===== config.mk =====
export PLATFORM = sky130hd
export DESIGN_NAME = gsv_gpio_block
export DESIGN_NICKNAME = d
export VERILOG_FILES = /design/src/gsv_pkg.sv /design/src/gsv_gpio_block.sv
export SDC_FILE = /design/constraint.sdc
export NUM_CORES = 1
export LEC_CHECK = 0
export BUFFER_PORTS_ARGS = -buffer_cell sky130_fd_sc_hd__buf_2
export CAP_MARGIN = 20
export CORE_MARGIN = 1
export CORE_UTILIZATION = 45
export DETAILED_ROUTE_END_ITERATION = 6
export HOLD_SLACK_MARGIN = 0.06
export PLACE_DENSITY = 0.74
export SYNTH_ARGS = -nofsm -noshare
export SYNTH_HDL_FRONTEND = slang
export SYNTH_SLANG_ARGS = --single-unit

===== constraint.sdc =====
create_clock -name sys_clk_i -period 1.9 [get_ports sys_clk_i]
set_input_delay 0.285 -clock sys_clk_i [delete_from_list [all_inputs] [get_ports sys_clk_i]]
set_output_delay 0.285 -clock sys_clk_i [all_outputs]
set_load 0.01 [all_outputs]

===== src/gsv_pkg.sv =====
package gsv_pkg;

  // Register offsets
  localparam logic [7:0] GSV_ROW_DIR_OFS   = 8'h34;
  localparam logic [7:0] GSV_COL_DIR_OFS   = 8'h35;
  localparam logic [7:0] GSV_ROW_MODE_OFS  = 8'h36;
  localparam logic [7:0] GSV_COL_MODE_OFS  = 8'h37;
  localparam logic [7:0] GSV_ROW_SUP_OFS   = 8'h38;
  localparam logic [7:0] GSV_COL_SUP_OFS   = 8'h39;
  localparam logic [7:0] GSV_ROW_VAL_OFS   = 8'h3a;
  localparam logic [7:0] GSV_COL_VAL_OFS   = 8'h3b;
  localparam logic [7:0] GSV_PAIR_EN_OFS   = 8'h3c;

  // Reset values
  localparam logic [7:0] GSV_ROW_DIR_RST   = 8'h00;
  localparam logic [7:0] GSV_COL_DIR_RST   = 8'h00;
  localparam logic [7:0] GSV_ROW_MODE_RST  = 8'hff;
  localparam logic [7:0] GSV_COL_MODE_RST  = 8'h0f;
  localparam logic [7:0] GSV_ROW_SUP_RST   = 8'h00;
  localparam logic [7:0] GSV_COL_SUP_RST   = 8'h00;
  localparam logic [7:0] GSV_ROW_VAL_RST   = 8'hff;
  localparam logic [7:0] GSV_COL_VAL_RST   = 8'hff;
  localparam logic [7:0] GSV_PAIR_EN_RST   = 8'h00;

  // Column lines whose output stage is open-drain only
  localparam logic [7:0] GSV_COL_OD_ONLY   = 8'hf0;
  // Unmapped reads answer with this value
  localparam logic [7:0] GSV_UNMAPPED_DATA = 8'h00;

  // Register write or read request from the serial interface engine
  typedef struct packed {
    logic       wr;
    logic       rd;
    logic [7:0] addr;
    logic [7:0] wdata;
  } gsv_req_t;

  // Drive of one pin group: level and active-low output enable
  typedef struct packed {
    logic [7:0] lvl;
    logic [7:0] oe_n;
  } gsv_drive_t;

  // Whole state of the block
  typedef struct packed {
    logic [7:0] row_dir;
    logic [7:0] col_dir;
    logic [7:0] row_mode;
    logic [7:0] col_mode;
    logic [7:0] row_sup;
    logic [7:0] col_sup;
    logic [7:0] row_val;
    logic [7:0] col_val;
    logic [7:0] pair_en;
    logic [7:0] rdata;
    logic       rvalid;
    gsv_drive_t row_drv;
    gsv_drive_t col_drv;
  } gsv_state_t;

endpackage


===== src/gsv_gpio_block.sv =====
`timescale 1ns/1ps

module gsv_gpio_block
  import gsv_pkg::*;
(
  // Clock and reset
  input  wire logic       sys_clk_i,
  input  wire logic       rst_n_i,
  // Register port from the serial interface engine
  input  wire gsv_req_t   req_i,
  output logic [7:0]      rdata_o,
  output logic            rvalid_o,
  // Row pins
  input  wire logic [7:0] row_in_i,
  output logic [7:0]      row_out_o,
  output logic [7:0]      row_oe_n_o,
  output logic [7:0]      row_sup_sel_o,
  // Column pins
  input  wire logic [7:0] col_in_i,
  output logic [7:0]      col_out_o,
  output logic [7:0]      col_oe_n_o,
  output logic [7:0]      col_sup_sel_o
);

  gsv_state_t q;
  gsv_state_t next_q;

  // Address compare, shared by write decode and read mux
  function automatic logic hit(input gsv_req_t r, input logic [7:0] ofs);
    hit = (r.addr == ofs);
  endfunction

  // Pin stage: open-drain releases for high, push-pull drives both levels whenever drive is set
  function automatic logic [1:0] stage(input logic drive, input logic lvl,
                                       input logic push_pull);
    logic en;
    en = drive && (push_pull || !lvl);
    stage = {lvl && en, !en};
  endfunction

  // Register writes, read answers and pin drive
  always_comb begin
    logic [1:0] s;
    s = 2'b00;
    next_q = q;
    next_q.rvalid = req_i.rd;
    if (req_i.wr) begin
      if (hit(req_i, GSV_ROW_DIR_OFS)) next_q.row_dir = req_i.wdata;
      if (hit(req_i, GSV_COL_DIR_OFS)) next_q.col_dir = req_i.wdata;
      if (hit(req_i, GSV_ROW_MODE_OFS)) next_q.row_mode = req_i.wdata;
      // Upper column mode bits stay zero whatever is written
      if (hit(req_i, GSV_COL_MODE_OFS)) begin
        next_q.col_mode = req_i.wdata & ~GSV_COL_OD_ONLY;
      end
      if (hit(req_i, GSV_ROW_SUP_OFS)) next_q.row_sup = req_i.wdata;
      if (hit(req_i, GSV_COL_SUP_OFS)) next_q.col_sup = req_i.wdata;
      if (hit(req_i, GSV_ROW_VAL_OFS)) next_q.row_val = req_i.wdata;
      if (hit(req_i, GSV_COL_VAL_OFS)) next_q.col_val = req_i.wdata;
      if (hit(req_i, GSV_PAIR_EN_OFS)) next_q.pair_en = req_i.wdata;
    end
    // Read returns the stored value before any same-cycle write
    if (req_i.rd) begin
      unique case (1'b1)
        hit(req_i, GSV_ROW_DIR_OFS):  next_q.rdata = q.row_dir;
        hit(req_i, GSV_COL_DIR_OFS):  next_q.rdata = q.col_dir;
        hit(req_i, GSV_ROW_MODE_OFS): next_q.rdata = q.row_mode;
        hit(req_i, GSV_COL_MODE_OFS): next_q.rdata = q.col_mode;
        hit(req_i, GSV_ROW_SUP_OFS):  next_q.rdata = q.row_sup;
        hit(req_i, GSV_COL_SUP_OFS):  next_q.rdata = q.col_sup;
        hit(req_i, GSV_ROW_VAL_OFS):  next_q.rdata = q.row_val;
        hit(req_i, GSV_COL_VAL_OFS):  next_q.rdata = q.col_val;
        hit(req_i, GSV_PAIR_EN_OFS):  next_q.rdata = q.pair_en;
        default:                      next_q.rdata = GSV_UNMAPPED_DATA;
      endcase
    end
    // Pin drive is taken from the settled registers, one cycle behind writes
    for (int n = 0; n < 8; n++) begin
      if (q.pair_en[n]) begin
        // Translating pair: column output copies row, else row copies column
        if (q.col_dir[n]) begin
          s = stage(1'b1, row_in_i[n], q.col_mode[n]);
          {next_q.col_drv.lvl[n], next_q.col_drv.oe_n[n]} = s;
          {next_q.row_drv.lvl[n], next_q.row_drv.oe_n[n]} = 2'b01;
        end else begin
          s = stage(1'b1, col_in_i[n], q.row_mode[n]);
          {next_q.row_drv.lvl[n], next_q.row_drv.oe_n[n]} = s;
          {next_q.col_drv.lvl[n], next_q.col_drv.oe_n[n]} = 2'b01;
        end
      end else begin
        s = stage(q.row_dir[n], q.row_val[n], q.row_mode[n]);
        {next_q.row_drv.lvl[n], next_q.row_drv.oe_n[n]} = s;
        s = stage(q.col_dir[n], q.col_val[n], q.col_mode[n]);
        {next_q.col_drv.lvl[n], next_q.col_drv.oe_n[n]} = s;
      end
    end
  end

  // State register; drive resets to all pins released
  always_ff @(posedge sys_clk_i) begin
    if (!rst_n_i) begin
      q.row_dir  <= GSV_ROW_DIR_RST;
      q.col_dir  <= GSV_COL_DIR_RST;
      q.row_mode <= GSV_ROW_MODE_RST;
      q.col_mode <= GSV_COL_MODE_RST;
      q.row_sup  <= GSV_ROW_SUP_RST;
      q.col_sup  <= GSV_COL_SUP_RST;
      q.row_val  <= GSV_ROW_VAL_RST;
      q.col_val  <= GSV_COL_VAL_RST;
      q.pair_en  <= GSV_PAIR_EN_RST;
      q.rdata    <= GSV_UNMAPPED_DATA;
      q.rvalid   <= 1'b0;
      q.row_drv  <= '{lvl: 8'h00, oe_n: 8'hff};
      q.col_drv  <= '{lvl: 8'h00, oe_n: 8'hff};
    end else begin
      q <= next_q;
    end
  end

  // Outputs straight from flip-flops
  assign rdata_o       = q.rdata;
  assign rvalid_o      = q.rvalid;
  assign row_out_o     = q.row_drv.lvl;
  assign row_oe_n_o    = q.row_drv.oe_n;
  assign row_sup_sel_o = q.row_sup;
  assign col_out_o     = q.col_drv.lvl;
  assign col_oe_n_o    = q.col_drv.oe_n;
  assign col_sup_sel_o = q.col_sup;
endmodule


== After elaboration in Yosys (flattened, before gate mapping) ==
Index checks and enable logic that the tools add are counted.

* Output and inout port bits: 57
* Logic and storage cells: 223
* Input port bits: 36
* Register bits after elaboration: 109

* Equal/unequal tests: 9
* Mux-type cells: 57
* Reduce and logical (&&, ||, !) cells: 137
* Bitwise gates (word level): 1

{| class="wikitable"
|+ Operators by type and width
! kind !! number
|-
| == test 8 x 6 -> 1 bit (second input constant) || 9
|-
| one-hot mux 8 bit (9 select lines) || 1
|-
| logical NOT 1 bit || 56
|-
| two-way mux 1 bit || 56
|-
| logical AND 1 bit || 44
|-
| logical OR 1 bit || 24
|-
| AND reduction 2 bit || 9
|-
| OR reduction 2 bit || 4
|-
| inverter 1 bit || 1
|}

== Longest topological paths before layout ==
* Word-level depth: 5
* Gate-level depth with buffers: 7
* Depth with buffers taken out: 4

== Worst setup path before layout ==
OpenSTA, ideal clock, no wires.

* Path kind: input to register
* Start: input req_i[15] (netlist bit)
* End: register q[89] (netlist bit)
* Required time: 1.770 ns
* Path slack: 0.467 ns
* Path buffers: 2
* Arrival: 1.303 ns
* Stages: 6
* Library setup time: 0.130 ns
* Cells stage by stage: nor4bb_1 -> buf_4 -> buf_8 -> nand4_4 -> mux2i_1 -> nand2_1

* Cells in the longest elaborated chain, start to end: 2

{| class="wikitable"
|+ RTL lines
! item !! RTL line !! source
|-
| from (decl) || gsv_gpio_block.sv:10 || <nowiki>input wire gsv_req_t req_i,</nowiki>
|-
| == test 8 x 6 -> 1 bit || gsv_gpio_block.sv:30 || <nowiki>hit = (r.addr == ofs);</nowiki>
|-
| AND reduction 2 bit (no source line) || n/a ||
|-
| to (signal assigned) || gsv_gpio_block.sv:115 || <nowiki>q <= next_q;</nowiki>
|-
| to (decl) || gsv_gpio_block.sv:25 || <nowiki>gsv_state_t q;</nowiki>
|}

No other way between the ends.
A chain may end at the register's enable or synchronous reset.

== Worst setup path after layout ==
* Start: input req_i[15] (netlist bit)
* End: register q (netlist bit rdata_o[7])

* Cells in the longest elaborated chain, start to end: 2
* Elaborated cells on any way between the ends: 10
* Classes of those cells: 9 x eq/ne; 1 x mux

{| class="wikitable"
|+ RTL lines
! item !! RTL line !! source
|-
| == test 8 x 6 -> 1 bit || gsv_gpio_block.sv:30 ||
|-
| one-hot mux 8 bit (9 select lines) * || gsv_gpio_block.sv:63 || <nowiki>unique case (1'b1)</nowiki>
|}

Mark *: on every way between the ends. The rest lies on a longest branch, timed or not.

==> results.cfg <==
[yosys]
avgSynthCellArea_um2 = 10.1
syn_inst = 529
async_flop_share = 0
ys_ff_latch = 109
synth.cell_area_um2 = 5370
yosysSeqAreaShare = 0.406
synth_cell_type_count = 45
synth_edf_count = 0
ys.flop_type = dfxtp_1
yosys_warnings = 0

[drt]
drtAntennaViolNets = 0
vias_per_cell = 5.52
wl_mm = 12.1
drt_iter0_drc = 358
vias = 3900
drcViolationCount = 13
dr.pass1.iters = 7
post_drt_wl_per_cell_um = 17.2

[sta]
finalSetupViolations = 0
fin_crit_ps = 1450
hold_viol = 0
slew_violations = 0
fin_crit_sh = 0.763
fmax_mhz = 690
rsz0062_at_grt = no
fin_skew_ps = 9.00
setup_tns_ps = 0

[cts]
cts_buffers = 9
clock_sinks = 109
cts_tree = built
cts_buffer_depth = 2
clk_latency_ps = 350
cts_resized = 0
root_buffer = clkbuf_16
post_cts_buffers = 0
cts_hold_buf = 0
htree_levels = 3
clk_pin_slew_ps = 70

[layout]
syn2layout_area_growth_pct = 8.53
multi_input_area_um2 = 2570
seq_area_um2 = 2180
fillCellCount = 1047
drive_above_1_share = 0.254
antenna_cells = 0
mostFrequentLayoutCells = 109 x dfxtp_1, 92 x buf_2, 79 x mux2i_1, 53 x nor2b_1, 49 x nand2_1
layout_commonest_cell = dfxtp_1
nets = 595

[run_status]
run_status = finished with violations
violations = design-rule violations

[global_routing]
antenna_found_initial = 0
grt_max_degree = 106
grt-ovfl-total = 0
grt_pass1_wl_mm = 19.6
grt_pass1_vias = 3716
track_usage = 0.202

[die]
coreArea_um2 = 11500
rows = 39
die_x_um = 111
start_util = 0.466
die-area_um2 = 12400
pin_count = 93
die_h_um = 111

[critical_path]
path_max_fanout = 26
path_class = in -> reg
r2r_setup_slack_ps = 520
crit_required_ps = 2200
endpoint_kind = flip-flop
worstPathArrival_ps = 1750
cp-start-kind = primary input

[power_and_ir_drop]
p_total_mw = 4.42
ir_worst_vdd_mv = 0.429
power_density_nw_per_um2 = 758
leakagePower_nw = 2.71

[placement]
numPortBuffers = 92
hpwl_mm = 8.25
gp_congestion = 0.815

[job]
drv_cap = 0

[min_path]
hold_path.class = in -> reg
## metal layers
metal,GRT usage,vias up,wire length [um]
met5,0,-,0
met4,0.0586,0,136
met3,0.0536,12,681
met2,0.323,133,5710
met1,0.267,1895,5610
li1,-,1860,-
## critical path: stages
cell       delay [ps]
buf_2             110
nor4bb_4          330
buf_12            240
buf_4             200
nand3_1           200
o2bb2ai_1         220
o311a_1           150
## state kept, by name (all words and copies together) (netlist names)
signal and cells:
row_oe_n_o 8, rvalid_o 1, col_out_o 8, row_out_o 8
col_sup_sel_o 8, q 52, rdata_o 8, col_oe_n_o 8
row_sup_sel_o 8
## per-stage QoR
stage	hold WS, ps	instances	setup WS (ps)	cell area, um^2	utilization
floorplan	394	532	467	5380	-
global placement	421	691	117	5540	0.481
detailed placement	425	691	107	5540	0.481
CTS	170	707	463	5830	0.506
global route	167	707	397	5830	0.506
finish	173	707	450	5830	0.506
## cell type report
class / count / area share
Multi-Input combinational cell: 330 / 0.441
Clock inverter: 3 / 0.00795
Sequential cell: 109 / 0.374
Timing Repair Buffer: 108 / 0.104
Tap cell: 143 / 0.0307
Inverter: 1 / 0.000644
Clock buffer: 13 / 0.0412
## kinds of logic (layout without fill, tap and decap cells)
logic type | Yosys count | after routing | synth area share
and+or+nand+nor | 176 | 176 | 0.193
other | 1 | 4 | 0.000698
buffers and inverters | 93 | 125 | 0.120
AOI/OAI and AO/OA | 59 | 59 | 0.0844
DFF | 109 | 109 | 0.406
muxes | 91 | 91 | 0.196
## where the power goes
part / internal, mW / switching [mW] / leakage [nW]
sequential: 2.29 / 0.00314 / 0.881
clock: 1.03 / 0.838 / 0.134
combinational: 0.103 / 0.154 / 1.70
## final timing paths
kind                from            end  cells past startpoint
max            req_i[15]     rdata_o[7]                      7
min reg2reg       q[101]  col_oe_n_o[4]                      1
max reg2reg        q[97]     rdata_o[0]                      4
min          row_in_i[5]  col_oe_n_o[5]                      3
## Yosys cell counts, types with 3 or more instances
cell,count,area share
dfxtp_1,109,0.41
mux2i_1,79,0.15
buf_4,60,0.084
nor2b_1,53,0.062
nand2_1,49,0.034
nand3_1,34,0.032
clkbuf_1,19,0.013
nor2_1,13,0.0091
a22oi_1,11,0.015
a21boi_1,8,0.011
o21ai_0,7,0.0065
o221ai_1,7,0.011
buf_2,5,0.0047
mux4_1,5,0.024
nand4_4,5,0.020
o211ai_1,5,0.0070
a21oi_1,4,0.0037
a31oi_1,4,0.0047
buf_6,4,0.0084
mux2_4,4,0.011
nand2b_1,4,0.0047
nand3_2,4,0.0075
o21a_1,4,0.0056
o2bb2ai_1,4,0.0065
o311a_1,4,0.0075
and3_1,3,0.0035
mux4_2,3,0.013
(Power assumes the default switching activity.)
